## config.mk

```make
export PLATFORM = sky130hd
export DESIGN_NAME = oag_operand_address_generator
export DESIGN_NICKNAME = d
export VERILOG_FILES = /design/src/hw/oag_operand_address_generator.v
export VERILOG_INCLUDE_DIRS = /design/src /design/src/hw
export SDC_FILE = /design/constraint.sdc
export NUM_CORES = 1
export LEC_CHECK = 0
export BUFFER_PORTS_ARGS = -buffer_cell sky130_fd_sc_hd__buf_2
export CORE_ASPECT_RATIO = 1.5
export CORE_MARGIN = 2
export CORE_UTILIZATION = 60
export DETAILED_ROUTE_END_ITERATION = 8
export GPL_TIMING_DRIVEN = 1
export HOLD_SLACK_MARGIN = 0.02
export PLACE_DENSITY = 0.85
export SYNTH_ARGS = -nofsm -noshare
export SYNTH_HDL_FRONTEND = slang
export SYNTH_SLANG_ARGS = --single-unit
```

## constraint.sdc

```tcl
create_clock -name clk -period 6.7 [get_ports clk]
set_clock_uncertainty 0.1 [all_clocks]
set_input_delay 0.335 -clock clk [delete_from_list [all_inputs] [get_ports clk]]
set_output_delay 0.335 -clock clk [all_outputs]
set_load 0.005 [all_outputs]
```

## src/hw/oag_consts.vh

```
// Constants for the operand address generator
`ifndef OAG_CONSTS_VH
`define OAG_CONSTS_VH
// Addressing modes
`define OAG_MODE_INH  3'h0
`define OAG_MODE_IMM  3'h1
`define OAG_MODE_DIR  3'h2
`define OAG_MODE_EXT  3'h3
`define OAG_MODE_IX   3'h4
`define OAG_MODE_IX1  3'h5
`define OAG_MODE_IX2  3'h6
`define OAG_MODE_REL  3'h7
// Instruction groups
`define OAG_GRP_REGMEM 3'h0
`define OAG_GRP_RMW    3'h1
`define OAG_GRP_JMPBR  3'h2
`define OAG_GRP_BIT    3'h3
`define OAG_GRP_CTRL   3'h4
// Decoder states
`define OAG_ST_OPC  2'h0
`define OAG_ST_B1   2'h1
`define OAG_ST_B2   2'h2
`define OAG_ST_DONE 2'h3
`define OAG_ZERO8   8'h00
`endif

```

## src/hw/oag_operand_address_generator.v

```verilog
// Operand fetch and effective address generation for the CPU core
`timescale 1ns/10ps
`default_nettype none
`include "oag_consts.vh"
module oag_operand_address_generator (
	// Clock and reset
	input  wire        clk,
	input  wire        srst,
	input  wire        clkEn,
	// Instruction byte stream
	input  wire        byteValid,
	input  wire [7:0]  byteData,
	input  wire [15:0] byteAddr,
	// CPU state
	input  wire [7:0]  indexReg,
	input  wire        branchCond,
	// Decode results
	output reg         decDone,
	output reg  [2:0]  decMode,
	output reg  [2:0]  decGroup,
	output reg  [1:0]  decLength,
	output reg         decBitBranch,
	output reg         decHasAddr,
	output reg  [15:0] operandAddr,
	output reg  [7:0]  immData,
	output reg  [15:0] nextPc,
	output reg         branchTaken,
	output reg  [15:0] branchTarget
);
	reg [1:0]  stateReg;
	reg [7:0]  opcReg;
	reg [7:0]  b1Reg;
	reg [15:0] opcAddrReg;
	reg [2:0]  mode;
	reg [2:0]  group;
	reg [1:0]  len;
	reg        bitBr;
	reg        relOnly;
	wire [3:0] hi = opcReg[7:4];
	wire [3:0] lo = opcReg[3:0];
	reg [1:0]  need;

	////////////////////////////////////////////////////////////////////
	// Opcode map decode, from the latched opcode
	always @* begin
		mode    = `OAG_MODE_INH;
		group   = `OAG_GRP_CTRL;
		bitBr   = 1'b0;
		relOnly = 1'b0;
		case (hi)
			4'h0: begin
				mode  = `OAG_MODE_DIR;
				group = `OAG_GRP_BIT;
				bitBr = 1'b1;
			end
			4'h1: begin
				mode  = `OAG_MODE_DIR;
				group = `OAG_GRP_BIT;
			end
			4'h2: begin
				mode    = `OAG_MODE_REL;
				group   = `OAG_GRP_JMPBR;
				relOnly = 1'b1;
			end
			4'h3: begin
				mode  = `OAG_MODE_DIR;
				group = `OAG_GRP_RMW;
			end
			4'h4, 4'h5: begin
				mode  = `OAG_MODE_INH;
				group = (lo == 4'h2) ? `OAG_GRP_REGMEM : `OAG_GRP_RMW;
			end
			4'h6: begin
				mode  = `OAG_MODE_IX1;
				group = `OAG_GRP_RMW;
			end
			4'h7: begin
				mode  = `OAG_MODE_IX;
				group = `OAG_GRP_RMW;
			end
			4'h8, 4'h9: begin
				mode  = `OAG_MODE_INH;
				group = `OAG_GRP_CTRL;
			end
			default: begin
				// A..F: register/memory column; low nibble C,D = jump in every row, AD = relative
				case (hi)
					4'hA: mode = `OAG_MODE_IMM;
					4'hB: mode = `OAG_MODE_DIR;
					4'hC: mode = `OAG_MODE_EXT;
					4'hD: mode = `OAG_MODE_IX2;
					4'hE: mode = `OAG_MODE_IX1;
					default: mode = `OAG_MODE_IX;
				endcase
				if (lo == 4'hC || lo == 4'hD) begin
					group = `OAG_GRP_JMPBR;
					if (hi == 4'hA && lo == 4'hD) begin
						mode    = `OAG_MODE_REL;
						relOnly = 1'b1;
					end
				end else begin
					group = `OAG_GRP_REGMEM;
				end
			end
		endcase
	end

	// Operand byte count per mode
	always @* begin
		case (mode)
			`OAG_MODE_IMM, `OAG_MODE_DIR, `OAG_MODE_IX1, `OAG_MODE_REL: need = 2'd1;
			`OAG_MODE_EXT, `OAG_MODE_IX2: need = 2'd2;
			default: need = 2'd0;
		endcase
		if (bitBr)
			need = 2'd2;
		len = need + 2'd1;
	end

	////////////////////////////////////////////////////////////////////
	// Byte collection and address formation
	wire [15:0] nextAddr = opcAddrReg + {14'h0000, len};
	// Second operand byte is the displacement for bit branches and reach is signed
	wire [7:0]  disp = bitBr ? byteData : b1Reg;
	wire [15:0] target = nextAddr + {{8{disp[7]}}, disp};

	always @(posedge clk) begin
		if (srst) begin
			stateReg     <= `OAG_ST_OPC;
			opcReg       <= 8'h00;
			b1Reg        <= 8'h00;
			opcAddrReg   <= 16'h0000;
			decDone      <= 1'b0;
			decMode      <= 3'h0;
			decGroup     <= 3'h0;
			decLength    <= 2'h0;
			decBitBranch <= 1'b0;
			decHasAddr   <= 1'b0;
			operandAddr  <= 16'h0000;
			immData      <= 8'h00;
			nextPc       <= 16'h0000;
			branchTaken  <= 1'b0;
			branchTarget <= 16'h0000;
		end else if (clkEn) begin
			decDone <= 1'b0;
			case (stateReg)
				`OAG_ST_OPC: if (byteValid) begin
					opcReg     <= byteData;
					opcAddrReg <= byteAddr;
					stateReg   <= `OAG_ST_B1;
				end
				`OAG_ST_B1: if (need == 2'd0) begin
					stateReg <= `OAG_ST_DONE;
				end else if (byteValid) begin
					b1Reg    <= byteData;
					stateReg <= (need == 2'd1) ? `OAG_ST_DONE : `OAG_ST_B2;
				end
				`OAG_ST_B2: if (byteValid) begin
					stateReg <= `OAG_ST_DONE;
					if (bitBr) begin
						branchTarget <= target;
						branchTaken  <= branchCond;
						nextPc       <= branchCond ? target : nextAddr;
					end else if (mode == `OAG_MODE_EXT)
						operandAddr <= {b1Reg, byteData};
					else
						operandAddr <= {b1Reg, byteData} + {8'h00, indexReg};
				end
				default: begin
					stateReg     <= `OAG_ST_OPC;
					decDone      <= 1'b1;
					decMode      <= mode;
					decGroup     <= group;
					decLength    <= len;
					decBitBranch <= bitBr;
					decHasAddr   <= ~(mode == `OAG_MODE_INH || mode == `OAG_MODE_IMM ||
						mode == `OAG_MODE_REL);
					if (mode == `OAG_MODE_IMM)
						immData <= b1Reg;
					if (!bitBr)
						nextPc <= nextAddr;
					branchTaken <= bitBr ? branchTaken : 1'b0;
					case (mode)
						`OAG_MODE_DIR: operandAddr <= {`OAG_ZERO8, b1Reg};
						`OAG_MODE_IX:  operandAddr <= {`OAG_ZERO8, indexReg};
						`OAG_MODE_IX1: operandAddr <= {8'h00, b1Reg} + {8'h00, indexReg};
						`OAG_MODE_INH, `OAG_MODE_IMM, `OAG_MODE_REL: operandAddr <= 16'h0000;
						default: operandAddr <= operandAddr;
					endcase
					if (relOnly) begin
						branchTarget <= target;
						branchTaken  <= branchCond;
						nextPc       <= branchCond ? target : nextAddr;
					end
				end
			endcase
		end
	end
endmodule
`default_nettype wire

```

==> metrics.txt <==
Tcrit/Tclk final 0.738; Async SR Flop Fraction 0; Hold/Removal Path Class in -> reg; unrepaired setup endpoints after global routing false; CTS clk-pin slew, worst paths roughly 0.070 ns; Yosys Warn Count 0; fraction of layout cells with a size suffix above 1 0.154; most used cell, CP ha_1; Die X around 90 um; Post-synth EDFFs 0; sequential cell area fraction in the yosys report 0.323; post-synthesis net count 900; first-pass GRT wire length 28,900 um; Root Buffer clkbuf_16; Via density roughly 6; total wire length 18,300 um; most common cell after layout, fill and taps aside nand2_1; Hold Fails Final Rpt 0; remaining global-route overflow 0; dominant synthesized flop cell dfxtp_1; Tmin final 4.94 ns; Pwr Density 208 nW/um^2; post-DR wirelength/cell ~17 um; placed cell area between 6000 and 7000 sq um; CTS Buf Count 9; Finished Core Util 0.707; Worst-Skew Late Latency between 0.3 and 0.4 ns; Vias 6,221; Layout area overhead 13.9%; kind of critical path reg -> reg; Mapped Avg Cell Area around 7.7 sq um; Initial Utilization 0.621; H-tree Lvls 3; Worst EP arrival 5.10 ns; post-synthesis register bit count 102; post-route setup slack between 1.5 and 2 ns; nets@finish 978; Syn Inst Count 820; largest net degree at the start of global routing 65; largest cells by area after synthesis dfxtp_1 (32%), nand2_1 (8.3%), ha_1 (7.7%); area of the core 10,200 sq um; FMAX about 0.2 GHz; Final Setup Violations 0; max_cap viols 0; initial antenna violation count 0; worst slew pin tran 0.939 ns; post-synth top area share 0.323; Worst setup EP type flop; slew margin rel. 0.369; status completed; row cnt 45; CP Max Fanout 24; Post-CTS Setup Bufs 0; Post-Synthesis Cell Area 6320 sq um; post-CTS sizing 0; post-synth cell types 58; final instance area 7200 sq um; GPL Wtd Cong roughly 0.94; commonest cells after routing, fill and taps aside nand2_1 (140), buf_2 (104), dfxtp_1 (102), a21oi_1 (92), nor2_1 (89); Die Y 130 um; DRT Pass-1 Iters 5; PortBufs 104; CTS tree yes; largest stage delay on the critical path 0.84 ns; initial drt markers 396; gr usage total 0.329; CP startpoint kind flop; I/O pin total 105; critical path's slowest cell dfxtp_1; setup_tns 0 ns; hpwl dp 14,100 um; pre-CTS setup slack between 1.5 and 2 ns; diode count 0; die area 11,400 sq um; vias in the first global route 6,107; clock sink count around 100; Critical Path RT 6.86 ns; Max clock buf depth 2; Hold Buf Count CTS 0; Max VDD drop 141 uV; Pins Over Slew Limit 0; worst path cell trace nand2_1, a21o_1, ha_1, ha_1, a21oi_1, nor2_1, nand3_1, xnor2_1, ha_1, a21o_1, a211o_1, o211ai_1, and4_1, o21bai_1, a21oi_1, xnor2_1, a31o_2; remaining antenna violation count 0; DRC 0; top cell type by total area after synthesis dfxtp_1; Leak 3.05 nW
## worst paths after layout
kind | startpoint | end | slack [ns] | depth (start not counted)
max | opcReg[6]$_SDFFE_PP0P_ | nextPc[14]$_SDFFE_PP0P_ | 1.76 | 17
min | byteAddr[13] | opcAddrReg[13]$_SDFFE_PP0P_ | 0.11 | 3
max reg2reg | opcReg[6]$_SDFFE_PP0P_ | nextPc[14]$_SDFFE_PP0P_ | 1.76 | 17
min reg2reg | operandAddr[11]$_SDFFE_PP0P_ | operandAddr[11]$_SDFFE_PP0P_ | 0.35 | 2
## state kept, by name (all words and copies together), names as in the netlist
name          count
decLength         2
decBitBranch      1
nextPc           16
stateReg          2
branchTaken       1
decHasAddr        1
decGroup          3
b1Reg             8
operandAddr      16
decDone           1
decMode           3
branchTarget     16
immData           8
opcAddrReg       16
opcReg            8
## synthesized netlist by cell type (2+ instances only)
cell type  count
nand2_1      140
dfxtp_1      102
a21oi_1       92
nor2_1        89
ha_1          39
clkbuf_1      37
o21ai_0       31
xnor2_1       30
a211oi_1      20
inv_1         19
mux2i_1       19
nor3_1        18
a21o_1        17
nand3_1       14
o211ai_1      14
xor2_1        14
a31oi_1        9
nand2b_1       8
and3_1         7
nor2b_1        7
o21bai_1       7
or3_1          7
mux2_2         6
nand4_1        6
buf_1          5
nor4_1         5
a311oi_1       4
fa_1           4
nor3b_1        4
a2111o_1       3
a21boi_0       3
and2_1         3
and4_1         3
nand3b_1       3
o22ai_1        3
a211o_1        2
a22oi_1        2
o21a_1         2
o21ai_1        2
o31ai_1        2
## area by class of cell
cell class | instances | area, sq um
multi-input combinational | 656 | 4060
fill | 874 | 2990
sequential | 102 | 2040
timing repair buffer | 110 | 566
clock buffer | 10 | 239
tap | 141 | 176
inverter | 19 | 71.3
clock inverter | 6 | 53.8
## worst max-delay path: cells and delay by family (launching register included)
kind / cells / cell delay, ns
xor gates and xnor gates: 2 / 0.41
adders and majority gates: 3 / 1.08
and+or+nand+nor: 4 / 0.93
AOI/OAI and AO/OA: 8 / 1.47
DFF: 1 / 0.84
## report_power, final
part	switching [mW]	leakage [nW]	internal [mW]
combinational	0.209	2.09	0.128
sequential	0.0220	0.825	0.622
clock	0.246	0.142	0.269
total	0.476	3.05	1.02
## routing by layer
metal	global-route usage	vias to the layer above	part of all wire
li1	-	3048	-
met4	0.251	0	0.077
met1	0.319	2862	0.35
met5	0	-	0
met2	0.611	217	0.53
met3	0.0474	94	0.039
## stage by stage
stage,power (mW),hold slack (ns),cells
after CTS,1.50,0.107,1044
after detailed placement,0.987,0.337,1028
after floorplan,0.887,0.336,820
after global routing,1.56,0.115,1044
final,1.49,0.108,1044
after global placement,0.983,0.328,1028
## cells by family (layout without fill, tap and decap cells)
kind of cell / count (synthesis) / count (layout) / synth area share
compound gates: 223 / 223 / 0.218
xor+xnor: 45 / 45 / 0.0645
fa+ha+maj: 43 / 43 / 0.0898
buf+inv: 62 / 145 / 0.0370
flops: 102 / 102 / 0.323
mux: 25 / 25 / 0.0408
simple gates: 320 / 320 / 0.227
No activity file was read; power rests on OpenSTA's default activity.
